`config.mk`:
```
export PLATFORM = sky130hd
export DESIGN_NAME = omep_top
export DESIGN_NICKNAME = d
export VERILOG_FILES = /design/src/logic/omep_top.v
export VERILOG_INCLUDE_DIRS = /design/src /design/src/logic
export SDC_FILE = /design/constraint.sdc
export NUM_CORES = 1
export LEC_CHECK = 0
export BUFFER_PORTS_ARGS = -buffer_cell sky130_fd_sc_hd__clkbuf_2
export CORE_AREA = 2 2 147 184
export DETAILED_ROUTE_END_ITERATION = 12
export DIE_AREA = 0 0 149 186
export HOLD_SLACK_MARGIN = 0.03
export SYNTH_ARGS = -nofsm -noshare
export SYNTH_HDL_FRONTEND = slang
export SYNTH_SLANG_ARGS = --single-unit
```
`constraint.sdc`:
```
create_clock -name clock -period 4.8 [get_ports clock]
set_input_delay 0 -clock clock [delete_from_list [all_inputs] [get_ports clock]]
set_output_delay 0 -clock clock [all_outputs]
set_load 0.02 [all_outputs]
```
`src/logic/omep_map.vh`:
```
// constants for the on-chip memory map and eprom programming block
`ifndef OMEP_MAP_VH
`define OMEP_MAP_VH
// ********************************************************************
// register word indices (byte address bits [4:2])
// ********************************************************************
`define OMEP_IDX_POS      3'h0
`define OMEP_IDX_CTL      3'h1
`define OMEP_IDX_DLY      3'h2
`define OMEP_IDX_PTR      3'h3
`define OMEP_IDX_UTIL     3'h4
// ********************************************************************
// field positions and reset values
// ********************************************************************
`define OMEP_POS_RAM_HI   7
`define OMEP_POS_RAM_LO   4
`define OMEP_POS_REG_HI   3
`define OMEP_POS_REG_LO   0
`define OMEP_POS_RST      8'h00
`define OMEP_CTL_DUAL     7
`define OMEP_CTL_LATCH    5
`define OMEP_CTL_EXCOL    4
`define OMEP_CTL_EXROW    3
`define OMEP_CTL_VOLT     0
`define OMEP_CTL_RST      8'h00
`define OMEP_UTIL_GO      0
// ********************************************************************
// address map
// ********************************************************************
`define OMEP_REG_BYTES    12'h080
`define OMEP_RAM_BYTES    12'h300
`define OMEP_RAM_SPILL    12'h380
`define OMEP_ROM_LOW      16'h2000
`define OMEP_ROM_HIGH     16'ha000
`define OMEP_UTIL_START   16'hbf00
`define OMEP_PTR_RST      16'ha000
`define OMEP_READY_CHAR   8'hff
// ********************************************************************
// operating modes, strap order {mode_pin_b_standby, mode_pin_a}
// ********************************************************************
`define OMEP_MODE_BOOT    2'b00
`define OMEP_MODE_TEST    2'b01
`define OMEP_MODE_SINGLE  2'b10
`define OMEP_MODE_EXPAND  2'b11
// ********************************************************************
// timing
// ********************************************************************
`define OMEP_INIT_WINDOW  7'd64
`define OMEP_CLK_NS       10
`define OMEP_EPROM_EMULATION_MODE_MIN_NS  2000000
`define OMEP_DLY_UNIT_NS  10000
`define OMEP_DLY_UNIT_CYC ((`OMEP_DLY_UNIT_NS + `OMEP_CLK_NS - 1) / `OMEP_CLK_NS)
`define OMEP_DLY_RST      (`OMEP_EPROM_EMULATION_MODE_MIN_NS / `OMEP_DLY_UNIT_NS)
`endif

```
`src/logic/omep_top.v`:
```
// memory map decoder, map position register and eprom programming control
`timescale 1ns/1ps
`include "omep_map.vh"

module omep_top (
  input  wire        clock,
  input  wire        sys_rst,
  input  wire [4:0]  avs_address,
  input  wire        avs_read,
  input  wire        avs_write,
  input  wire [31:0] avs_writedata,
  input  wire [3:0]  avs_byteenable,
  output reg  [31:0] avs_readdata_ff,
  output reg         avs_waitrequest_ff,
  input  wire        mode_pin_a,
  input  wire        mode_pin_b_standby,
  input  wire [2:0]  porta_low_pins,
  input  wire        rom_high_placement,
  input  wire        rom_present,
  input  wire        eeprom_latch_enable,
  input  wire        vpp_high_detect,
  input  wire        cpu_valid,
  input  wire        cpu_write,
  input  wire [15:0] cpu_addr,
  input  wire [7:0]  cpu_wdata,
  input  wire [7:0]  rom_array_data,
  input  wire        rx_valid,
  input  wire [7:0]  rx_byte,
  input  wire        tx_ready,
  output reg         tx_valid_ff,
  output reg  [7:0]  tx_byte_ff,
  output reg         dec_reg_sel_ff,
  output reg         dec_ram_sel_ff,
  output reg  [9:0]  dec_ram_index_ff,
  output reg         dec_rom_sel_ff,
  output reg  [14:0] dec_rom_index_ff,
  output reg         rom_read_enable_ff,
  output reg  [14:0] eprom_emulation_mode_addr_ff,
  output reg  [7:0]  eprom_emulation_mode_data_ff,
  output reg         eprom_emulation_mode_dual_ff,
  output reg         vpp_gate_ff,
  output reg         eprom_emulation_mode_ff
);

  // ******************************************************************
  // utility states
  // ******************************************************************
  localparam [2:0] ST_IDLE = 3'd0;
  localparam [2:0] ST_SEND = 3'd1;
  localparam [2:0] ST_WAIT = 3'd2;
  localparam [2:0] ST_BURN = 3'd3;
  localparam [2:0] ST_ECHO = 3'd4;
  // counts are integers; cut them to the register widths on purpose
  localparam integer UNIT_LAST_I = `OMEP_DLY_UNIT_CYC - 1;
  localparam integer DLY_RST_I   = `OMEP_DLY_RST;
  localparam [9:0]   UNIT_LAST   = UNIT_LAST_I[9:0];
  localparam [15:0]  DLY_RST     = DLY_RST_I[15:0];

  // ******************************************************************
  // decode helpers
  // ******************************************************************
  // true when the address lies on the given 4-Kbyte page
  function page_hit;
    input [15:0] addr;
    input [3:0]  page;
    begin
      page_hit = (addr[15:12] == page);
    end
  endfunction

  // array index of a cpu address for the chosen rom base
  function [14:0] rom_index;
    input [15:0] addr;
    input        high;
    reg   [15:0] diff;
    begin
      diff = addr - (high ? `OMEP_ROM_HIGH : `OMEP_ROM_LOW);
      rom_index = diff[14:0];
    end
  endfunction

  // ******************************************************************
  // state
  // ******************************************************************
  reg  [1:0]  mode_ff;
  reg  [6:0]  win_cnt_ff;
  reg         lock_ff;
  reg  [7:0]  pos_ff;
  reg         dual_ff;
  reg         latch_ff;
  reg         excol_ff;
  reg         exrow_ff;
  reg         volt_ff;
  reg  [15:0] dly_reg_ff;
  reg  [15:0] ptr_reg_ff;
  reg  [2:0]  st_ff;
  reg  [9:0]  pre_ff;
  reg  [15:0] dly_cnt_ff;
  reg  [31:0] nxt_rdata;

  wire special  = (mode_ff == `OMEP_MODE_BOOT) | (mode_ff == `OMEP_MODE_TEST);
  wire window   = (win_cnt_ff < `OMEP_INIT_WINDOW);
  wire [2:0] idx = avs_address[4:2];
  wire commit   = (avs_read | avs_write) & ~avs_waitrequest_ff;
  wire wr_lo    = avs_write & commit & avs_byteenable[0];
  wire [3:0] ram_pg = pos_ff[`OMEP_POS_RAM_HI:`OMEP_POS_RAM_LO];
  wire [3:0] reg_pg = pos_ff[`OMEP_POS_REG_HI:`OMEP_POS_REG_LO];

  // map position write: once in the window in normal modes, free in special
  wire pos_wr = wr_lo & (idx == `OMEP_IDX_POS) & (special | (~lock_ff & window));
  wire ctl_wr = wr_lo & (idx == `OMEP_IDX_CTL);
  wire util_idle = (st_ff == ST_IDLE);
  wire go_wr  = wr_lo & (idx == `OMEP_IDX_UTIL) & avs_writedata[`OMEP_UTIL_GO];

  // eeprom latch overrides the eprom latch
  wire eff_latch = latch_ff & ~eeprom_latch_enable;

  // ******************************************************************
  // address decoder
  // ******************************************************************
  wire [11:0] off     = cpu_addr[11:0];
  wire        overlap = (ram_pg == reg_pg);
  wire        reg_hit = page_hit(cpu_addr, reg_pg) & (off < `OMEP_REG_BYTES);
  // hidden first 128 ram bytes move above the normal 768-byte span
  wire        ram_hit = page_hit(cpu_addr, ram_pg) &
                        (overlap ? ((off >= `OMEP_REG_BYTES) & (off < `OMEP_RAM_SPILL))
                                 : (off < `OMEP_RAM_BYTES));
  wire [11:0] spill   = off - `OMEP_RAM_BYTES;
  wire [9:0]  ram_idx = (overlap & (off >= `OMEP_RAM_BYTES)) ? spill[9:0] : off[9:0];
  // mode forcing of rom placement and presence
  wire rom_hi = (mode_ff == `OMEP_MODE_SINGLE) ? 1'b1 : rom_high_placement;
  wire rom_on = (mode_ff == `OMEP_MODE_TEST) ? 1'b0 :
                ((mode_ff == `OMEP_MODE_SINGLE) ? 1'b1 : rom_present);
  wire rom_hit = rom_on & (cpu_addr >= (rom_hi ? `OMEP_ROM_HIGH : `OMEP_ROM_LOW));
  // register block decodes first, then ram, then rom
  wire sel_reg = cpu_valid & reg_hit;
  wire sel_ram = cpu_valid & ~reg_hit & ram_hit;
  wire sel_rom = cpu_valid & ~reg_hit & ~ram_hit & rom_hit;
  wire [14:0] cpu_rom_idx = rom_index(cpu_addr, rom_hi);
  wire [14:0] ptr_rom_idx = rom_index(ptr_reg_ff, rom_hi);
  // dual-byte programming treats address bit 5 as don't care
  wire [14:0] cap_idx = dual_ff ? (cpu_rom_idx & 15'h7fdf) : cpu_rom_idx;
  wire [14:0] utl_idx = dual_ff ? (ptr_rom_idx & 15'h7fdf) : ptr_rom_idx;

  // ******************************************************************
  // mode straps, window counter and map position register
  // ******************************************************************
  // straps sampled while reset is held; the reset here is synchronous
  always @(posedge clock) begin
    if (sys_rst) begin
      mode_ff                 <= {mode_pin_b_standby, mode_pin_a};
      eprom_emulation_mode_ff <= ~mode_pin_a & ~mode_pin_b_standby &
                                 (porta_low_pins == 3'h0);
      win_cnt_ff              <= 7'd0;
      lock_ff                 <= 1'b0;
      pos_ff                  <= `OMEP_POS_RST;
    end else begin
      if (window)
        win_cnt_ff <= win_cnt_ff + 7'd1;
      // lock on first accepted write, or in normal modes when the window closes
      if (pos_wr | (~special & ~window))
        lock_ff <= 1'b1;
      if (pos_wr)
        pos_ff <= avs_writedata[7:0];
    end
  end

  // ******************************************************************
  // eprom programming control register
  // ******************************************************************
  always @(posedge clock) begin
    if (sys_rst) begin
      dual_ff  <= 1'b0;
      latch_ff <= 1'b0;
      excol_ff <= 1'b0;
      exrow_ff <= 1'b0;
      volt_ff  <= 1'b0;
    end else if (ctl_wr) begin
      // latch frozen while voltage is on; cannot rise without high vpp
      if (~volt_ff)
        latch_ff <= avs_writedata[`OMEP_CTL_LATCH] & vpp_high_detect;
      // voltage enable only moves while the latch is already set
      if (latch_ff)
        volt_ff <= avs_writedata[`OMEP_CTL_VOLT];
      if (special) begin
        dual_ff  <= avs_writedata[`OMEP_CTL_DUAL];
        excol_ff <= avs_writedata[`OMEP_CTL_EXCOL];
        exrow_ff <= avs_writedata[`OMEP_CTL_EXROW];
      end
    end
  end

  // ******************************************************************
  // register bus slave: request seen, then answer one cycle later
  // ******************************************************************
  always @* begin
    nxt_rdata = 32'h0000_0000;
    case (idx)
      `OMEP_IDX_POS:  nxt_rdata[7:0] = pos_ff;
      `OMEP_IDX_CTL:  begin
        nxt_rdata[`OMEP_CTL_DUAL]  = dual_ff & special;
        nxt_rdata[`OMEP_CTL_LATCH] = latch_ff;
        nxt_rdata[`OMEP_CTL_EXCOL] = excol_ff & special;
        nxt_rdata[`OMEP_CTL_EXROW] = exrow_ff & special;
        nxt_rdata[`OMEP_CTL_VOLT]  = volt_ff;
      end
      `OMEP_IDX_DLY:  nxt_rdata[15:0] = dly_reg_ff;
      `OMEP_IDX_PTR:  nxt_rdata[15:0] = ptr_reg_ff;
      `OMEP_IDX_UTIL: nxt_rdata = {`OMEP_UTIL_START, 2'b00, eprom_emulation_mode_ff,
                                   vpp_high_detect, mode_ff, window, lock_ff,
                                   5'h00, st_ff};
      default:        nxt_rdata = 32'h0000_0000;
    endcase
  end

  // waitrequest high while idle; drops for the single answering cycle
  always @(posedge clock) begin
    if (sys_rst) begin
      avs_waitrequest_ff <= 1'b1;
      avs_readdata_ff    <= 32'h0000_0000;
    end else if (commit) begin
      avs_waitrequest_ff <= 1'b1;
    end else if (avs_read | avs_write) begin
      avs_waitrequest_ff <= 1'b0;
      avs_readdata_ff    <= nxt_rdata;
    end
  end

  // ******************************************************************
  // resident programming utility
  // ******************************************************************
  // index registers are only writable while the utility is idle
  always @(posedge clock) begin
    if (sys_rst) begin
      dly_reg_ff <= DLY_RST;
      ptr_reg_ff <= `OMEP_PTR_RST;
    end else begin
      if (wr_lo & util_idle & (idx == `OMEP_IDX_DLY))
        dly_reg_ff <= avs_writedata[15:0];
      if (wr_lo & util_idle & (idx == `OMEP_IDX_PTR))
        ptr_reg_ff <= avs_writedata[15:0];
      else if ((st_ff == ST_ECHO) & tx_ready)
        ptr_reg_ff <= ptr_reg_ff + 16'h0001;
    end
  end

  // ready char, byte in, burn for the delay, verify byte out; only reset ends it
  always @(posedge clock) begin
    if (sys_rst) begin
      st_ff       <= ST_IDLE;
      tx_valid_ff <= 1'b0;
      tx_byte_ff  <= 8'h00;
      pre_ff      <= 10'd0;
      dly_cnt_ff  <= 16'h0000;
    end else begin
      case (st_ff)
        ST_IDLE: begin
          if (go_wr & special) begin
            tx_valid_ff <= 1'b1;
            tx_byte_ff  <= `OMEP_READY_CHAR;
            st_ff       <= ST_SEND;
          end
        end
        ST_SEND: begin
          if (tx_ready) begin
            tx_valid_ff <= 1'b0;
            st_ff       <= ST_WAIT;
          end
        end
        ST_WAIT: begin
          if (rx_valid) begin
            pre_ff     <= 10'd0;
            dly_cnt_ff <= dly_reg_ff;
            st_ff      <= ST_BURN;
          end
        end
        ST_BURN: begin
          // delay in units; a zero setting still burns one unit
          if (pre_ff == UNIT_LAST) begin
            pre_ff <= 10'd0;
            if (dly_cnt_ff <= 16'h0001) begin
              tx_valid_ff <= 1'b1;
              tx_byte_ff  <= rom_array_data;
              st_ff       <= ST_ECHO;
            end else begin
              dly_cnt_ff <= dly_cnt_ff - 16'h0001;
            end
          end else begin
            pre_ff <= pre_ff + 10'd1;
          end
        end
        ST_ECHO: begin
          if (tx_ready) begin
            tx_valid_ff <= 1'b0;
            st_ff       <= ST_WAIT;
          end
        end
        default: st_ff <= ST_IDLE;
      endcase
    end
  end

  // ******************************************************************
  // registered decode outputs and programming latches
  // ******************************************************************
  always @(posedge clock) begin
    if (sys_rst) begin
      dec_reg_sel_ff     <= 1'b0;
      dec_ram_sel_ff     <= 1'b0;
      dec_ram_index_ff   <= 10'h000;
      dec_rom_sel_ff     <= 1'b0;
      dec_rom_index_ff   <= 15'h0000;
      rom_read_enable_ff <= 1'b0;
      eprom_emulation_mode_addr_ff       <= 15'h0000;
      eprom_emulation_mode_data_ff       <= 8'h00;
      eprom_emulation_mode_dual_ff       <= 1'b0;
      vpp_gate_ff        <= 1'b0;
    end else begin
      dec_reg_sel_ff     <= sel_reg;
      dec_ram_sel_ff     <= sel_ram;
      dec_ram_index_ff   <= ram_idx;
      dec_rom_sel_ff     <= sel_rom;
      dec_rom_index_ff   <= cpu_rom_idx;
      // array reads are blocked while latched for programming
      rom_read_enable_ff <= sel_rom & ~cpu_write & ~eff_latch;
      eprom_emulation_mode_dual_ff       <= dual_ff;
      // utility takes precedence; it only runs in special modes
      if ((st_ff == ST_WAIT) & rx_valid) begin
        eprom_emulation_mode_addr_ff <= utl_idx;
        eprom_emulation_mode_data_ff <= rx_byte;
      end else if (sel_rom & cpu_write & eff_latch) begin
        eprom_emulation_mode_addr_ff <= cap_idx;
        eprom_emulation_mode_data_ff <= cpu_wdata;
      end
      vpp_gate_ff <= (volt_ff & eff_latch) |
                     ((st_ff == ST_BURN) & ~eeprom_latch_enable);
    end
  end

endmodule

```
==> impl_metrics.csv, run 1 <==
group,metric,value,unit
power_and_ir_drop,p_clk_share,42.3,%
cells_and_area,fin_nets,1217,
worst_setup_path,crit_buf_inv,1,
synth,synth-seq-cells,158,
sta,rsz0062_at_grt,"false",
worst_setup_path,crit_family,"compound AO/OA/AOI/OAI gates",
power_and_ir_drop,p_int,2.62,mW
min_path,hold_path_end,"dec_ram_index_ff[3]",
drt,drc,0,
synth,syn_area,7680,um^2
cts,ctsHtreeMaxLevel,4,
global_routing,grtUsageTotal,18.0,%
power_and_ir_drop,p_leak,4.11,nW
worst_setup_path,crit_chain,"a21oi_1, ha_1, o21ai_0, a221o_1, a31o_2, a211o_1, nand2_1, a311oi_1, dlygate4sd3_1",
power_and_ir_drop,power.total,3.65,mW
cts,clk_path_buf_depth,2,
worst_setup_path,crit_type,"reg2reg",
sta,setup_violations,0,
sta,timing.slew.headroom,31.4,%
power_and_ir_drop,powerDensity,365,nW/um^2
worst_setup_path,crit_path_start_kind,"register",
power_and_ir_drop,power.switching,1.03,mW
run_status,status,"complete, no violations",
synth,synth_edf_count,3,
place,io_buffer_count,164,
die,ios,195,
drt,wl_per_cell,17.0,um
cells_and_area,syn_to_final_growth,30.2,%
drt,totalWireLength,24900,um
place,gp_congestion,0.864,
synth,synth_top_area_share,40.4,%
synth,yosysTopAreaCell,"dfxtp_1",
cts,clkSinkCount,158,
cts,cts_buffers,17,
worst_setup_path,ff2ff_path_depth,9,
die,chipWidth,149,um
drt,antenna_left,0,
min_path,min_path_cells,2,
cells_and_area,diodes,0,
worst_setup_path,crit_slowest_cell,"edfxtp_1",
cts,insertion_delay,430,ps
sta,final.setup_skew,8.79,ps
min_path,worstHoldStart,"sys_rst",
sta,final.setup.tns,0,ps
die,coreArea,25900,um^2
power_and_ir_drop,swShare,28.3,%
synth,synth_async_sr_flop_share,0,%
place,place_hpwl,17600,um
die,fp.dieH,186,um
synth,synth_warnings,0,
power_and_ir_drop,combPwrFrac,17.9,%
power_and_ir_drop,seq_power_share,39.8,%
die,die_area,27700,um^2
global_routing,antenna_found_initial,0,
synth,avgSynthCellArea,8.32,um^2
worst_setup_path,rrSetupSlack,1130,ps
worst_setup_path,r2r-start,"mode_ff[1]",
cells_and_area,layout-drive-gt1-share,21.1,%
worst_setup_path,worstPathRequired,5110,ps
drt,first_pass_iters,5,
global_routing,grt_remaining_overflow,0,
drt,drt-initial-drc-count,597,
sta,slew_viol_final,0,
synth,synth-main-ff-cell,"dfxtp_1",
synth,syn_inst,923,
sta,fin_crit_sh,76.5,%
synth,synth_most_common_cell,"dfxtp_1",
die,start_util,29.6,%
cts,ctsResizeCount,0,
sta,fmax,272,MHz
job,drv_cap,0,
cts,cts_root_buf,"clkbuf_16",
synth,yosysSeqAreaShare,41.6,%
worst_setup_path,cp.arrival,3980,ps
die,row_count,66,
min_path,hold_class,"in2reg",
worst_setup_path,critPathMaxStageDelay,660,ps
global_routing,grt_max_degree,58,
drt,via_per_inst,5.11,
cts,cts_tree,"yes",
global_routing,grt_pass1_vias,7057,
worst_setup_path,worstSetupPathDepth,9,
drt,vias,7475,
sta,layout_min_cycle_time,3670,ps
worst_setup_path,worstPathMaxFanout,20,
worst_setup_path,r2r-end,"eprom_emulation_mode_data_ff[3]",
worst_setup_path,crit_path_end_kind,"register",
synth,synth_common_cells,"dfxtp_1, nor2_1, nand2_1",
power_and_ir_drop,vdd_drop_max,288,uV
sta,tightest_slew,1020,ps
synth,ys_types,71,
synth,synth_area_leaders,"dfxtp_1, nor2_1, nand2_1, a21oi_1, nor3_1",
cts,clk_pin_slew_worst_paths,60,ps
sta,hold_viol,0,
global_routing,grt_pass1_wl,38700,um
## how the worst max path moves through the flow
stage | start | to
4_1_cts | mode_ff[1] | eprom_emulation_mode_data_ff[3]
6_report | mode_ff[1] | eprom_emulation_mode_data_ff[3]
5_1_grt | mode_ff[1] | eprom_emulation_mode_data_ff[3]
3_3_place_gp | st_ff[0] | dly_cnt_ff[6]
3_5_place_dp | st_ff[0] | dly_cnt_ff[9]
2_1_floorplan | mode_ff[1] | eprom_emulation_mode_addr_ff[10]
## cell type report
type	instances	area (um^2)
Tap cell	340	425
Multi-Input combinational cell	677	4080
Clock buffer	18	429
Inverter	13	48.8
Timing Repair Buffer	242	1580
Sequential cell	158	3190
Clock inverter	14	240
Fill cell	2678	15900
## power by group through the flow
stage                     combinational, mW  sequential [mW]  clock, mW
after global placement                0.599             1.48          0
after CTS                             0.655             1.45       1.57
after global routing                  0.719             1.46       1.62
final                                 0.653             1.46       1.55
after floorplan                       0.352             1.54          0
after detailed placement              0.605             1.48          0
## per-stage QoR
stage          setup WS [ps]  util (%)  instance area, um^2  instances  hold WS [ps]
2_1_floorplan           2360         -                 7710        931          76.1
3_3_place_gp            1710      33.3                 8640       1361           187
3_5_place_dp            1650      33.3                 8640       1361           195
4_1_cts                 1260      38.6                10000       1462          30.7
5_1_grt                 1010      38.6                10000       1462          65.5
6_report                1130      38.6                10000       1462          37.7
## what timing repair did
action / 4_1_cts / 5_1_grt
hold buffers: 69 / 0
endpoints found under the setup margin: 0 / 0
hold endpoints to repair: 100 / 0
setup buffers: 0 / 0
## sequential cells by signal, summed over array words and instances (netlist names), 2 cells and up
register and flops:
st_ff 3, dly_cnt_ff 16, pre_ff 10, eprom_emulation_mode_data_ff 8
dec_rom_index_ff 7, eprom_emulation_mode_addr_ff 15, dly_reg_ff 16, dec_ram_index_ff 10
tx_byte_ff 8, mode_ff 2, win_cnt_ff 7, avs_readdata_ff 17
ptr_reg_ff 16, pos_ff 8
## logic make-up (layout without fill, tap and decap cells)
logic type	Yosys count	after routing	synth area share [%]
simple gates	398	398	24.7
compound gates	201	201	17.7
flops	158	158	41.6
buf+inv	96	287	6.22
mux	36	36	5.52
xor+xnor	22	22	2.51
fa+ha+maj	11	11	1.76
other cells	1	9	0.0488
## metal layers
layer / track usage (%) / share of wire [%] / up-vias
li1: - / - / 3658
met1: 23.2 / 44 / 3516
met2: 29.5 / 47 / 269
met3: 4.17 / 7.1 / 32
met4: 6.29 / 2.2 / 0
met5: 0 / 0 / -
## layout by cell type, fill, tap and decap left out, types with 9 or more instances in the layout
cell	count
clkbuf_2	163
dfxtp_1	155
nor2_1	126
nand2_1	114
dlygate4sd3_1	69
a21oi_1	59
nor3_1	50
o21ai_0	33
a311oi_1	23
nand3_1	22
mux2i_1	21
nor2b_1	20
clkbuf_16	17
a22oi_1	16
xor2_1	14
a211oi_1	14
inv_1	13
mux2_2	11
and3_1	10
a221oi_1	10
ha_1	10
buf_4	10
nor4_1	9
conb_1	9
Power figures use the tool's default switching activity.
==> inputs of run 2 (changes only) <==
- clock period: 4.8 -> 3.6 ns (I/O delays scaled with it)
==> run 2 against run 1 <==
Critical endpoint is now eprom_emulation_mode_data_ff[0]; global-route usage is 0.25 points lower; first-iteration DRC count is 12% lower; largest power group is now registers; largest cell class unchanged; highest routed layer unchanged; combinational power is 37% higher; worst hold slack better by 97 ps.
==> impl_metrics.csv, run 2 (same netlist as run 1, synthesis figures left out) <==
group,metric,value,unit
power_and_ir_drop,powerDensity,472,nW/um^2
global_routing,grt_remaining_overflow,0,
power_and_ir_drop,p_leak,4.11,nW
cts,clkSinkCount,158,
worst_setup_path,r2r-start,"mode_ff[0]",
cells_and_area,diodes,0,
worst_setup_path,cp.arrival,3670,ps
die,die_area,27700,um^2
worst_setup_path,critPathMaxStageDelay,600,ps
worst_setup_path,ff2ff_path_depth,11,
cts,ctsHtreeMaxLevel,4,
cts,cts_buffers,17,
place,dp_slack,823,ps
cells_and_area,top_register,"avs_readdata_ff",
cells_and_area,final_common_cell,"clkbuf_2",
min_path,hold_class,"in2reg",
sta,fmax,303,MHz
worst_setup_path,worstPathMaxFanout,18,
drt,antenna_left,0,
sta,layout_min_cycle_time,3290,ps
place,dp.cells,1365,
worst_setup_path,worstPathRequired,3970,ps
min_path,min_path_cells,5,
drt,vias,7490,
die,ios,195,
place,place_area,8670,um^2
drt,drt-initial-drc-count,528,
worst_setup_path,crit_path_end_kind,"register",
worst_setup_path,rrSetupSlack,310,ps
cells_and_area,layout_common_cells,"clkbuf_2, dfxtp_1, nor2_1",
cells_and_area,final_cells,1465,
die,chipWidth,149,um
cts,clk_pin_slew_worst_paths,70,ps
drt,wl_per_cell,16.7,um
cells_and_area,fin_nets,1220,
worst_setup_path,crit_buf_inv,3,
min_path,worstHoldStart,"avs_write",
drt,via_per_inst,5.11,
worst_setup_path,crit_path_start_kind,"register",
sta,timing.slew.headroom,27.2,%
drt,totalWireLength,24500,um
run_status,status,"complete, no violations",
worst_setup_path,crit_type,"reg2reg",
sta,final.setup.tns,0,ps
sta,setup_violations,0,
die,fp.dieH,186,um
place,gp_congestion,0.895,
die,start_util,29.6,%
sta,layout_setup_ws,305,ps
sta,tightest_slew,1090,ps
global_routing,grt_max_degree,99,
cells_and_area,stdcell_area,9960,um^2
cells_and_area,layout-drive-gt1-share,21.5,%
cts,insertion_delay,430,ps
global_routing,antenna_found_initial,0,
die,coreArea,25900,um^2
job,drv_cap,0,
cts,cts_root_buf,"clkbuf_16",
worst_setup_path,worstSetupPathDepth,11,
global_routing,grt_pass1_wl,38200,um
worst_setup_path,r2r-end,"eprom_emulation_mode_data_ff[0]",
cts,cts_setup_buffers,0,
drt,first_pass_iters,5,
worst_setup_path,crit_family,"compound AO/OA/AOI/OAI gates",
power_and_ir_drop,vdd_drop_max,292,uV
min_path,hold_path_end,"avs_readdata_ff[29]",
sta,slew_viol_final,0,
sta,fin_crit_sh,91.5,%
cells_and_area,syn_to_final_growth,29.7,%
drt,drc,0,
sta,final.setup_skew,8.55,ps
sta,rsz0062_at_grt,"false",
cells_and_area,largest_reg_flops,17,
cts,clk_path_buf_depth,2,
global_routing,grtUsageTotal,17.7,%
sta,hold_viol,0,
worst_setup_path,crit_slowest_cell,"dlygate4sd3_1",
worst_setup_path,crit_chain,"inv_1, a21oi_1, ha_1, o21ai_0, a221o_1, a31o_2, a211oi_2, buf_4, nor3_1, a311oi_1, dlygate4sd3_1",
cts,cts_tree,"yes",
place,place_hpwl,17500,um
die,row_count,66,
place,io_buffer_count,164,
global_routing,grt_pass1_vias,7049,
## run 2: cell types whose count changed in the layout (fill, tap and decap cells not counted), moves of 2 or more
cell | previous run | this run
inv_6 | 1 | 5
buf_4 | 10 | 13
bufinv_16 | 6 | 3
clkinv_4 | 3 | 1
## run 2: worst register-to-register path: cells and delay by family, from the launching register on
kind | cells | cell delay (ps)
AO/OA/AOI/OAI | 6 | 1430
adder cells (fa/ha/maj) | 1 | 290
buffers and inverters | 3 | 1010
flip-flops | 1 | 430
AND/OR/NAND/NOR | 1 | 80
## run 2: area by class of cell
cell class	instances	area, um^2
Inverter	13	48.8
Timing Repair Buffer	245	1610
Multi-Input combinational cell	677	4070
Fill cell	2629	16000
Clock buffer	17	425
Sequential cell	158	3190
Tap cell	340	425
Clock inverter	15	184
## run 2: metrics by stage
| step | util, % | hold WS (ps) | power [mW] |
|---|---|---|---|
| after floorplan | - | 76.1 | 2.52 |
| after global placement | 33.4 | 186 | 2.78 |
| after detailed placement | 33.4 | 199 | 2.79 |
| after CTS | 38.4 | 115 | 4.74 |
| after global routing | 38.4 | 161 | 4.91 |
| final | 38.4 | 135 | 4.70 |
## run 2: what timing repair did
| action | CTS | global route |
|---|---|---|
| hold buffers | 68 | 0 |
| endpoints found under the setup margin | 0 | 1 |
| gates resized for setup | 0 | 1 |
| endpoints found under the hold margin | 101 | 0 |
## run 2: how the worst max path moves through the flow
stage / to / start / slack (ps)
floorplan: eprom_emulation_mode_addr_ff[10] / mode_ff[1] / 1160
global placement: eprom_emulation_mode_data_ff[1] / mode_ff[0] / 840
detailed placement: eprom_emulation_mode_data_ff[4] / mode_ff[0] / 820
CTS: eprom_emulation_mode_data_ff[4] / mode_ff[0] / 270
global route: eprom_emulation_mode_data_ff[0] / mode_ff[0] / 70
finish: eprom_emulation_mode_data_ff[0] / mode_ff[0] / 310
## run 2: power by group
| group | switching (mW) | internal, mW |
|---|---|---|
| clock | 0.779 | 1.10 |
| sequential | 0.0658 | 1.86 |
| combinational | 0.551 | 0.340 |
## run 2: routing by layer
| metal | vias up | GRT usage [%] | wire length, um |
|---|---|---|---|
| li1 | 3666 | - | - |
| met1 | 3506 | 22.4 | 10600 |
| met2 | 275 | 29.0 | 11300 |
| met3 | 43 | 4.12 | 1800 |
| met4 | 0 | 7.43 | 747 |
| met5 | - | 0 | 0 |
